$ cat src/dbt_defines.svh
`ifndef DBT_DEFINES_SVH
`define DBT_DEFINES_SVH

// ----------------------------------------
// Register byte offsets
// ----------------------------------------
`define DBT_CMD_OFS      12'h000
`define DBT_INITIAL_CONTROL_WORD_ADDRESS_OFS     12'h004
`define DBT_DB_OFS       12'h008
`define DBT_STAT_OFS     12'h00C
`define DBT_TERML_OFS    12'h010
`define DBT_TERMR_OFS    12'h014

// ----------------------------------------
// Field positions
// ----------------------------------------
`define DBT_CMD_FN_LSB   0
`define DBT_CMD_LOAD     6
`define DBT_CMD_SEL_LSB  7
`define DBT_CMD_MULTI    10
`define DBT_CMD_RECYC    11
`define DBT_CMD_MAINT    12
`define DBT_CMD_CHEN     13
`define DBT_DB_EOB       18

// ----------------------------------------
// Reset values
// ----------------------------------------
`define DBT_FN_RST       6'h00
`define DBT_ADDR_RST     18'h00000

// ----------------------------------------
// Drive function codes
// ----------------------------------------
`define DBT_FN_NOP       6'h01
`define DBT_FN_UNLOAD    6'h03
`define DBT_FN_SEEK      6'h05
`define DBT_FN_RECAL     6'h07
`define DBT_FN_DCLR      6'h09
`define DBT_FN_RELEASE   6'h0B
`define DBT_FN_OFFSET    6'h0D
`define DBT_FN_CENTRE    6'h0F
`define DBT_FN_PRESET    6'h11
`define DBT_FN_PACKACK   6'h13
`define DBT_FN_SEARCH    6'h19
`define DBT_FN_WCHK      6'h29
`define DBT_FN_WCHK_HD   6'h2B
`define DBT_FN_WRITE     6'h31
`define DBT_FN_WRITE_HD  6'h33
`define DBT_FN_READ      6'h39
`define DBT_FN_READ_HD   6'h3B

// ----------------------------------------
// Timing
// ----------------------------------------
`define DBT_CLK_NS       40
`define DBT_MSCLK_NS     400
`define DBT_MSCLK_CYC    ((`DBT_MSCLK_NS + `DBT_CLK_NS - 1) / `DBT_CLK_NS)

`endif

$ cat src/dbt_pkg.sv
package dbt_pkg;

    // ----------------------------------------
    // Sequencer states
    // ----------------------------------------
    typedef enum logic [3:0] {
        DBT_IDLE  = 4'b0001,
        DBT_FETCH = 4'b0010,
        DBT_XFER  = 4'b0100,
        DBT_TERM  = 4'b1000
    } dbt_state_e;

    // ----------------------------------------
    // Memory channel request
    // ----------------------------------------
    typedef struct packed {
        logic        req;
        logic        we;
        logic [17:0] addr;
        logic [35:0] wdata;
    } dbt_mem_req_s;

    // ----------------------------------------
    // Drive command outputs
    // ----------------------------------------
    typedef struct packed {
        logic [5:0] fn;
        logic [2:0] sel;
        logic       go;
    } dbt_drv_cmd_s;

    // ----------------------------------------
    // Sequencer state
    // ----------------------------------------
    typedef struct packed {
        dbt_state_e   st;
        logic [5:0]   fn;
        logic [2:0]   sel;
        logic         multi;
        logic         recyc;
        logic         maint;
        logic         chen;
        logic [17:0]  initial_control_word_address;
        logic [17:0]  cw;
        logic [17:0]  last_cw;
        logic [17:0]  cnt;
        logic [17:0]  daddr;
        logic [17:0]  last_addr;
        logic [17:0]  half;
        logic         half_full;
        logic         eob_arm;
        logic         eob_p;
        logic         go;
        logic         busy;
        logic         done;
        logic         stop;
        logic [35:0]  term;
        logic [31:0]  prdata;
        dbt_mem_req_s mreq;
        logic [3:0]   div;
        logic         tick;
    } dbt_seq_s;

endpackage

$ cat src/dbt_sequencer.sv
// Behaviour
// [RULE1] Drive function codes use fixed octal encoding
// [RULE2] Write-check codes behave as read codes
// [RULE3] Control word: negative count, address minus one
// [RULE4] Termination word stored after initial location
// [RULE5] Two 18-bit halves make one word
// [RULE6] Armed flag gives end-of-block pulse at start
// [RULE7] Load with data function starts channel list
// [RULE8] Continue_to_disk_end continues through block ends to end of disk
// [RULE9] Recycle restarts the same operation forever
// [RULE10] Held function code shown on indicators
// [RULE11] Drive select field and load bit
// [RULE12] Maintenance mode makes data clock internally
`timescale 1ns/1ps
`default_nettype none
`include "dbt_defines.svh"

module dbt_sequencer (
    // Clock and reset
    input  wire logic          pclk,
    input  wire logic          presetn,
    // APB slave
    input  wire logic          psel,
    input  wire logic          penable,
    input  wire logic          pwrite,
    input  wire logic [11:0]   paddr,
    input  wire logic [31:0]   pwdata,
    output logic [31:0]        prdata,
    output logic               pready,
    output logic               pslverr,
    // Memory channel
    output var dbt_pkg::dbt_mem_req_s mem_req,
    input  wire logic          mem_ack,
    input  wire logic [35:0]   mem_rdata,
    // Drive control
    output var dbt_pkg::dbt_drv_cmd_s drv_cmd,
    output logic               end_of_block_pulse,
    output logic [5:0]         function_indicator,
    output logic               busy,
    output logic               done,
    input  wire logic          drive_sclk,
    input  wire logic          drv_block_end,
    input  wire logic          drv_disk_end,
    // Drive data, drive to memory
    input  wire logic          drv_rd_valid,
    input  wire logic [35:0]   drv_rd_data,
    output logic               drv_rd_ready,
    // Drive data, memory to drive
    output logic               drv_wr_valid,
    output logic [35:0]        drv_wr_data,
    input  wire logic          drv_wr_ready
);

    // ----------------------------------------
    // Declarations
    // ----------------------------------------
    dbt_pkg::dbt_seq_s s;
    dbt_pkg::dbt_seq_s next_s;
    logic        setup;
    logic        wr_acc;
    logic        hit;
    logic        db_hit;
    logic        rd_dir;
    logic        strobe;
    logic        asm_push;
    logic        ack_push;
    logic        drv_push;
    logic        f_in_valid;
    logic        f_in_ready;
    logic [35:0] f_in_data;
    logic        f_out_valid;
    logic        f_out_ready;
    logic [35:0] f_out_data;
    logic        start;
    logic [31:0] rmux;

    // Read-direction functions
    function automatic logic is_rd(input logic [5:0] f);
        is_rd = (f == `DBT_FN_READ) | (f == `DBT_FN_READ_HD)    // see [RULE1]
              | (f == `DBT_FN_WCHK) | (f == `DBT_FN_WCHK_HD);   // see [RULE2]
    endfunction

    // Write-direction functions
    function automatic logic is_wr(input logic [5:0] f);
        is_wr = (f == `DBT_FN_WRITE) | (f == `DBT_FN_WRITE_HD); // see [RULE1]
    endfunction

    // ----------------------------------------
    // Bus decode and data path steering
    // ----------------------------------------
    assign setup  = psel & ~penable;
    assign hit    = (paddr == `DBT_CMD_OFS) | (paddr == `DBT_INITIAL_CONTROL_WORD_ADDRESS_OFS)
                  | (paddr == `DBT_DB_OFS) | (paddr == `DBT_STAT_OFS)
                  | (paddr == `DBT_TERML_OFS) | (paddr == `DBT_TERMR_OFS);
    assign db_hit = (paddr == `DBT_DB_OFS);
    assign rd_dir = is_rd(s.fn);
    assign strobe = s.maint ? s.tick : drive_sclk;              // see [RULE12]

    // Second half stalls while the buffer cannot take a word or a write-direction transfer is busy
    assign pready  = ~(psel & penable & pwrite & db_hit & s.half_full
                     & ~(f_in_ready & (rd_dir | ~s.busy)));
    assign pslverr = psel & penable & ~hit;
    assign prdata  = s.prdata;
    assign wr_acc  = psel & penable & pwrite & pready & hit;

    // Buffer fill sources
    assign asm_push     = wr_acc & db_hit & s.half_full;        // see [RULE5]
    assign ack_push     = mem_ack & (s.st == dbt_pkg::DBT_XFER) & ~s.mreq.we;
    assign drv_rd_ready = s.busy & rd_dir & strobe & f_in_ready & ~asm_push;
    assign drv_push     = drv_rd_ready & drv_rd_valid;
    assign f_in_valid   = asm_push | ack_push | drv_push;

    // Fill data selection
    always_comb
    begin
        if (asm_push)
            f_in_data = {s.half, pwdata[17:0]};                 // see [RULE5]
        else if (ack_push)
            f_in_data = mem_rdata;
        else
            f_in_data = drv_rd_data;
    end

    // Buffer drain to memory or drive
    assign drv_wr_valid = s.busy & ~rd_dir & f_out_valid & strobe;
    assign drv_wr_data  = f_out_data;
    assign f_out_ready  = rd_dir ? (mem_ack & (s.st == dbt_pkg::DBT_XFER) & s.mreq.we)
                                 : (drv_wr_valid & drv_wr_ready);

    // Outputs
    assign mem_req            = s.mreq;
    assign drv_cmd            = '{fn: s.fn, sel: s.sel, go: s.go};
    assign end_of_block_pulse = s.eob_p;
    assign function_indicator = s.fn;                           // see [RULE10]
    assign busy               = s.busy;
    assign done               = s.done;

    // Start of a channel transfer
    assign start = wr_acc & (paddr == `DBT_CMD_OFS) & ~s.busy
                 & pwdata[`DBT_CMD_LOAD] & pwdata[`DBT_CMD_CHEN]
                 & (is_rd(pwdata[5:0]) | is_wr(pwdata[5:0]));   // see [RULE7]

    // Register read selection
    always_comb
    begin
        rmux = 32'h0000_0000;
        if (paddr == `DBT_CMD_OFS)
            rmux = {18'h00000, s.chen, s.maint, s.recyc, s.multi, s.sel, 1'b0, s.fn};
        else if (paddr == `DBT_INITIAL_CONTROL_WORD_ADDRESS_OFS)
            rmux = {14'h0000, s.initial_control_word_address};
        else if (paddr == `DBT_DB_OFS)
            rmux = {13'h0000, s.eob_arm, s.half};
        else if (paddr == `DBT_STAT_OFS)
            rmux = {27'h0000000, s.stop, s.half_full, f_out_valid, s.done, s.busy};
        else if (paddr == `DBT_TERML_OFS)
            rmux = {14'h0000, s.term[35:18]};
        else if (paddr == `DBT_TERMR_OFS)
            rmux = {14'h0000, s.term[17:0]};
    end

    // ----------------------------------------
    // Sequencer next state
    // ----------------------------------------
    always_comb
    begin
        next_s       = s;
        next_s.go    = 1'b0;
        next_s.eob_p = 1'b0;
        next_s.tick  = 1'b0;

        // Maintenance data clock divider
        if (s.div == 4'(`DBT_MSCLK_CYC - 1))
        begin
            next_s.div  = 4'h0;
            next_s.tick = 1'b1;                                 // see [RULE12]
        end
        else
            next_s.div = s.div + 4'h1;

        // Read data captured in the setup cycle
        if (setup)
            next_s.prdata = rmux;

        // Register writes
        if (wr_acc & (paddr == `DBT_CMD_OFS) & ~s.busy)
        begin
            next_s.fn    = pwdata[`DBT_CMD_FN_LSB +: 6];
            next_s.sel   = pwdata[`DBT_CMD_SEL_LSB +: 3];       // see [RULE11]
            next_s.multi = pwdata[`DBT_CMD_MULTI];
            next_s.recyc = pwdata[`DBT_CMD_RECYC];
            next_s.maint = pwdata[`DBT_CMD_MAINT];
            next_s.chen  = pwdata[`DBT_CMD_CHEN];
            if (pwdata[`DBT_CMD_LOAD])
            begin
                next_s.go      = 1'b1;                          // see [RULE11]
                next_s.eob_p   = s.eob_arm;                     // see [RULE6]
                next_s.eob_arm = 1'b0;
            end
        end
        if (wr_acc & (paddr == `DBT_INITIAL_CONTROL_WORD_ADDRESS_OFS) & ~s.busy)
            next_s.initial_control_word_address = pwdata[17:0];
        if (wr_acc & db_hit)
        begin
            next_s.half_full = ~s.half_full;                    // see [RULE5]
            if (~s.half_full)
                next_s.half = pwdata[17:0];
            if (pwdata[`DBT_DB_EOB])
                next_s.eob_arm = 1'b1;                          // see [RULE6]
        end

        // Channel start
        if (start)
        begin
            next_s.st   = dbt_pkg::DBT_FETCH;                   // see [RULE7]
            next_s.cw   = s.initial_control_word_address;
            next_s.busy = 1'b1;
            next_s.done = 1'b0;
            next_s.stop = 1'b0;
        end

        case (s.st)
            dbt_pkg::DBT_FETCH:
            begin
                if (~s.mreq.req)
                begin
                    if (s.stop)
                        next_s.st = dbt_pkg::DBT_TERM;
                    else
                        next_s.mreq = '{req: 1'b1, we: 1'b0, addr: s.cw,
                                        wdata: 36'h0_0000_0000};
                end
                else if (mem_ack)
                begin
                    next_s.mreq.req = 1'b0;
                    if (mem_rdata == 36'h0_0000_0000)
                        next_s.st = dbt_pkg::DBT_TERM;
                    else if (mem_rdata[35:18] == 18'h00000)
                        next_s.cw = mem_rdata[17:0];
                    else
                    begin
                        next_s.cnt     = mem_rdata[35:18];          // see [RULE3]
                        next_s.daddr   = mem_rdata[17:0] + 18'h00001; // see [RULE3]
                        next_s.last_cw = s.cw;
                        next_s.st      = dbt_pkg::DBT_XFER;
                    end
                end
            end
            dbt_pkg::DBT_XFER:
            begin
                if (s.mreq.req)
                begin
                    if (mem_ack)
                    begin
                        next_s.mreq.req  = 1'b0;
                        next_s.last_addr = s.daddr;
                        next_s.daddr     = s.daddr + 18'h00001;
                        next_s.cnt       = s.cnt + 18'h00001;   // see [RULE3]
                        if (s.cnt == 18'h3FFFF)
                        begin
                            next_s.cw = s.cw + 18'h00001;
                            next_s.st = dbt_pkg::DBT_FETCH;
                        end
                    end
                end
                else if (rd_dir & f_out_valid)
                    next_s.mreq = '{req: 1'b1, we: 1'b1, addr: s.daddr,
                                    wdata: f_out_data};
                else if (s.stop)
                    next_s.st = dbt_pkg::DBT_TERM;
                else if (~rd_dir & f_in_ready)
                    next_s.mreq = '{req: 1'b1, we: 1'b0, addr: s.daddr,
                                    wdata: 36'h0_0000_0000};
            end
            dbt_pkg::DBT_TERM:
            begin
                // Write data reaches the drive before the final word
                if (~s.mreq.req & (rd_dir | ~f_out_valid))
                    next_s.mreq = '{req: 1'b1, we: 1'b1,
                                    addr: s.initial_control_word_address + 18'h00001,           // see [RULE4]
                                    wdata: {s.last_cw + 18'h00001, s.last_addr}};
                else if (mem_ack)
                begin
                    next_s.mreq.req = 1'b0;
                    next_s.term     = s.mreq.wdata;             // see [RULE4]
                    next_s.stop     = 1'b0;
                    if (s.recyc)
                    begin
                        next_s.cw = s.initial_control_word_address;                     // see [RULE9]
                        next_s.go = 1'b1;
                        next_s.st = dbt_pkg::DBT_FETCH;
                    end
                    else
                    begin
                        next_s.busy = 1'b0;
                        next_s.done = 1'b1;
                        next_s.st   = dbt_pkg::DBT_IDLE;
                    end
                end
            end
            default:
            begin
                next_s.st = start ? dbt_pkg::DBT_FETCH : dbt_pkg::DBT_IDLE;
            end
        endcase

        // End of transfer requests; set wins over clear
        if (s.busy & (drv_disk_end | (drv_block_end & ~s.multi)))
            next_s.stop = 1'b1;                                 // see [RULE8]
    end

    // ----------------------------------------
    // State register
    // ----------------------------------------
    always_ff @(posedge pclk or negedge presetn)
    begin
        if (!presetn)
        begin
            s      <= '0;
            s.st   <= dbt_pkg::DBT_IDLE;
            s.fn   <= `DBT_FN_RST;
            s.initial_control_word_address <= `DBT_ADDR_RST;
        end
        else
            s <= next_s;
    end

    // ----------------------------------------
    // Data buffer between drive and memory
    // ----------------------------------------
    dbt_fifo #(
        .W (36),
        .D (16)
    ) u_fifo (
        .pclk      (pclk),
        .presetn   (presetn),
        .clear     (start),
        .in_valid  (f_in_valid),
        .in_ready  (f_in_ready),
        .in_data   (f_in_data),
        .out_valid (f_out_valid),
        .out_ready (f_out_ready),
        .out_data  (f_out_data)
    );

endmodule

`default_nettype wire

$ cat src/dbt_fifo.sv
`timescale 1ns/1ps
`default_nettype none

module dbt_fifo #(
    parameter int W  = 36,
    parameter int D  = 16,
    parameter int AW = $clog2(D)
) (
    // Clock and reset
    input  wire logic         pclk,
    input  wire logic         presetn,
    input  wire logic         clear,
    // Fill side
    input  wire logic         in_valid,
    output logic              in_ready,
    input  wire logic [W-1:0] in_data,
    // Drain side
    output logic              out_valid,
    input  wire logic         out_ready,
    output logic [W-1:0]      out_data
);

    typedef struct packed {
        logic [D-1:0][W-1:0] mem;
        logic [AW-1:0]       wp;
        logic [AW-1:0]       rp;
        logic [AW:0]         cnt;
    } dbt_fifo_s;

    dbt_fifo_s s;
    dbt_fifo_s next_s;
    logic      push;
    logic      pop;

    // Honest full and empty
    assign in_ready  = (s.cnt != (AW+1)'(D));
    assign out_valid = (s.cnt != '0);
    assign out_data  = s.mem[s.rp];
    assign push      = in_valid & in_ready;
    assign pop       = out_valid & out_ready;

    // Pointer and count update
    always_comb
    begin
        next_s = s;
        if (push)
        begin
            next_s.mem[s.wp] = in_data;
            next_s.wp = s.wp + 1'b1;
        end
        if (pop)
            next_s.rp = s.rp + 1'b1;
        if (push & ~pop)
            next_s.cnt = s.cnt + 1'b1;
        else if (pop & ~push)
            next_s.cnt = s.cnt - 1'b1;
        if (clear)
        begin
            next_s.wp  = '0;
            next_s.rp  = '0;
            next_s.cnt = '0;
        end
    end

    // State register
    always_ff @(posedge pclk or negedge presetn)
    begin
        if (!presetn)
            s <= '0;
        else
            s <= next_s;
    end

endmodule

`default_nettype wire

$ cat config.mk
export PLATFORM = sky130hd
export DESIGN_NAME = dbt_sequencer
export DESIGN_NICKNAME = d
export VERILOG_FILES = /design/src/dbt_pkg.sv /design/src/dbt_sequencer.sv /design/src/dbt_fifo.sv
export VERILOG_INCLUDE_DIRS = /design/src
export SDC_FILE = /design/constraint.sdc
export NUM_CORES = 2
export LEC_CHECK = 0
export BUFFER_PORTS_ARGS = -buffer_cell sky130_fd_sc_hd__buf_2
export CAP_MARGIN = 20
export CORE_ASPECT_RATIO = 0.5
export CORE_UTILIZATION = 61
export CTS_CLUSTER_DIAMETER = 120
export DETAILED_ROUTE_END_ITERATION = 8
export PLACE_DENSITY = 0.8
export RECOVER_POWER = 25
export SYNTH_ARGS = -nofsm -noshare
export SYNTH_HDL_FRONTEND = slang
export SYNTH_SLANG_ARGS = --single-unit
$ cat constraint.sdc
create_clock -name pclk -period 3.47 [get_ports pclk]
set_clock_uncertainty 0.15 [all_clocks]
set_input_delay 0.347 -clock pclk [delete_from_list [all_inputs] [get_ports pclk]]
set_output_delay 0.347 -clock pclk [all_outputs]
set_load 0.05 [all_outputs]
==> metrics <==
max_slew headroom -0.417; post-synth cell types 93; Yosys top cell by area dfrtp_1; drt first pass iters 8; CP max stage cell mux4_2; hold path start mem_rdata[22]; Max clock buf depth 3; largest net degree at the start of global routing 115; first-pass GRT wire length 199000 um; RSZ-0062 raised after global routing true; routed length per instance 26.2 um; XOR/XNOR share of the synthesized area 0.0157; CP required 2.97 ns; Synth Instances 3928; number of buffers added on ports 247; post-synthesis adder-cell area fraction 0.00497; crit-path cells buf_4 -> clkbuf_16 -> mux4_2 -> mux4_2 -> buf_2; Post-Route WL 131000 um; launch point of the worst reg-to-reg path u_fifo.s[1]; Post-synth top cells nand2_1, dfrtp_1, o21ai_1; post-synthesis sequential element count 855; reg2reg path depth 12; Routed Antenna Nets 0; Root Driver clkbuf_16; fin. max-slew vios 72; grt total ovfl 0; die area 69700 um2; minimum clock period 3.47 ns; Area Growth Syn to Fin 11.2%; fraction of registers with async set/reset 1.00; Critical Path Start Type flop; cell mode on critical path mux4_2; CP Data Arrival Time 2.98 ns; Syn Std Cell Area 41800 um2; Starting Density 0.620; final setup vio count 1; fin crit share 1.00; dpl hpwl 83400 um; r2r setup slk 0.20 ns; top-count cell post-synth nand2_1; mux cell area share after synthesis 0.136; Worst-path clk slew 0.07 ns; Final Hold Fails 0; worst skew pair latency 0.65 ns; Leak Pwr 21.3 nW; Num Clock Sinks 855; top cells by area, synth dfrtp_1, mux4_2, nand2_1; Worst R2R End u_fifo.s[4]; dominant synthesized flop cell dfrtp_1; RD Place Congestion 1.03; hold path endpoint s[194]; max-cap violation count 1; CP max FO 16; final setup margin -0.00473 ns; number of global-route vias before repair 33200; endpoint class of the critical path primary output; Synth Area in Simple Gates 0.129; IR drop worst, VDD 0.334 mV; worst slack at placement 0.234 ns; register area share after synthesis 0.512; io pins 274; cell area power density 426 nW/um2; hold crit path type in -> reg; Total Neg Setup Slack -0.00473 ns; share of layout cells above drive strength 1 0.212; Die H 187 um; Hold Crit Depth 3; Post-synth EDFFs 0; via count 33500; crit-path max cell delay 0.60 ns; area of the core 67400 um2; row count 67; DR DRC count 0; Synth Area in Compound Gates 0.143; Die Wd 372 um; Synth Warn # 0; number of DRC markers in iteration 0 4937; final net count 4180; H-Tree Depth 3; post-synth top area share 0.511; failing checks capacitance limit, slew limit, setup timing; CP Class reg -> out; syn avg cell area 10.6 um2; fmax 288 MHz; TritonCTS clock tree done; gr usage total 0.380; slew at the pin closest to its max-slew limit 2.13 ns; initial antenna violation count 2; run status complete, but fails checks; main combinational cell family by area after synthesis compound AO/OA/AOI/OAI gates; number of buffers created by CTS 75; via/cell ratio 6.70
[worst max path at each step]
stage                 from         endpoint  cells past startpoint
3_5_place_dp   u_fifo.s[1]      u_fifo.s[4]                     12
3_3_place_gp   u_fifo.s[1]      u_fifo.s[4]                     12
4_1_cts        u_fifo.s[5]  drv_wr_data[31]                      4
2_1_floorplan  u_fifo.s[0]     drv_rd_ready                      5
6_report       u_fifo.s[5]   drv_wr_data[6]                      5
5_1_grt        u_fifo.s[5]  drv_wr_data[14]                      4
[power by group]
group          switching (W)  internal [W]  leakage (nW)
Sequential        0.00000875       0.00997          11.9
Combinational       0.000612      0.000186          8.07
Clock                0.00396       0.00505          1.31
[final cells by class]
type / count / area [um2]
clock inverters: 31 / 430
fillers: 4610 / 20900
flip-flops and latches: 855 / 21400
inverters: 18 / 67.6
diodes: 3 / 7.51
clock buffers: 108 / 2220
multi-input cells: 2645 / 18100
well taps: 897 / 1120
repair buffers: 442 / 3160
[stage by stage]
step | std cells | hold WS, ns | util | instance area [um2] | total power (W)
final | 4999 | 0.0339 | 0.690 | 46500 | 0.0198
after global routing | 4996 | 0.0281 | 0.690 | 46500 | 0.0202
after CTS | 4984 | 0.00342 | 0.689 | 46400 | 0.0198
after detailed placement | 4792 | 0.251 | 0.642 | 43300 | 0.0109
after global placement | 4792 | 0.240 | 0.642 | 43300 | 0.0109
after floorplan | 3940 | -0.0986 | - | 41900 | 0.0105
[flip-flops by register name, summed over array words and instances (netlist names)]
name	count
prdata	19
busy	1
drv_cmd	4
function_indicator	6
done	1
mem_req	56
end_of_block_pulse	1
s	178
u_fifo.s	589
[per-layer routing]
layer,share of wire,up-vias,routed length [um],track usage
met3,0.12,479,15700,0.111
met4,0.057,4,7460,0.213
met2,0.46,2245,60300,0.574
met5,0.00016,-,21,0
li1,-,14100,-,-
met1,0.36,16700,47600,0.495
[timing repair]
action / CTS / global route
cloned: 0 / 1
resized for setup: 1 / 11
hold buffers: 52 / 0
endpoints found under the setup margin: 16 / 17
setup buffers: 1 / 11
endpoints found under the hold margin: 138 / 0
[cells by family (layout without fill, tap and decap cells)]
kind of cell	Yosys count	count (layout)
adder cells (fa/ha/maj)	16	16
flip-flops	855	855
other	1	16
buffers and inverters	440	599
multiplexers	330	330
AO/OA/AOI/OAI	963	963
XOR/XNOR	74	74
AND/OR/NAND/NOR	1249	1249
[critical path: cells and delay by family (launching register included)]
kind	cells	cell delay (ns)
buffers and inverters	3	0.65
flip-flops	1	0.55
multiplexers	2	1.13
[layout by cell type, fill, tap and decap left out, types with 21 or more instances in the layout]
cell type,synthesis,routed
a21oi_1,62,62
a221o_1,30,30
and3_1,42,42
buf_12,2,21
buf_2,80,243
buf_4,122,101
clkbuf_16,0,77
dfrtp_1,854,850
dlygate4sd3_1,0,52
mux2_2,77,77
mux2i_1,71,71
mux4_2,181,181
nand2_1,917,915
nand3_1,47,47
nand4_1,27,27
nor2_1,93,93
nor3_1,26,25
o211ai_1,26,26
o21ai_0,313,308
o21ai_1,316,319
o21ai_2,47,48
xnor2_1,40,40
xor2_1,33,33
(Power assumes the default switching activity.)
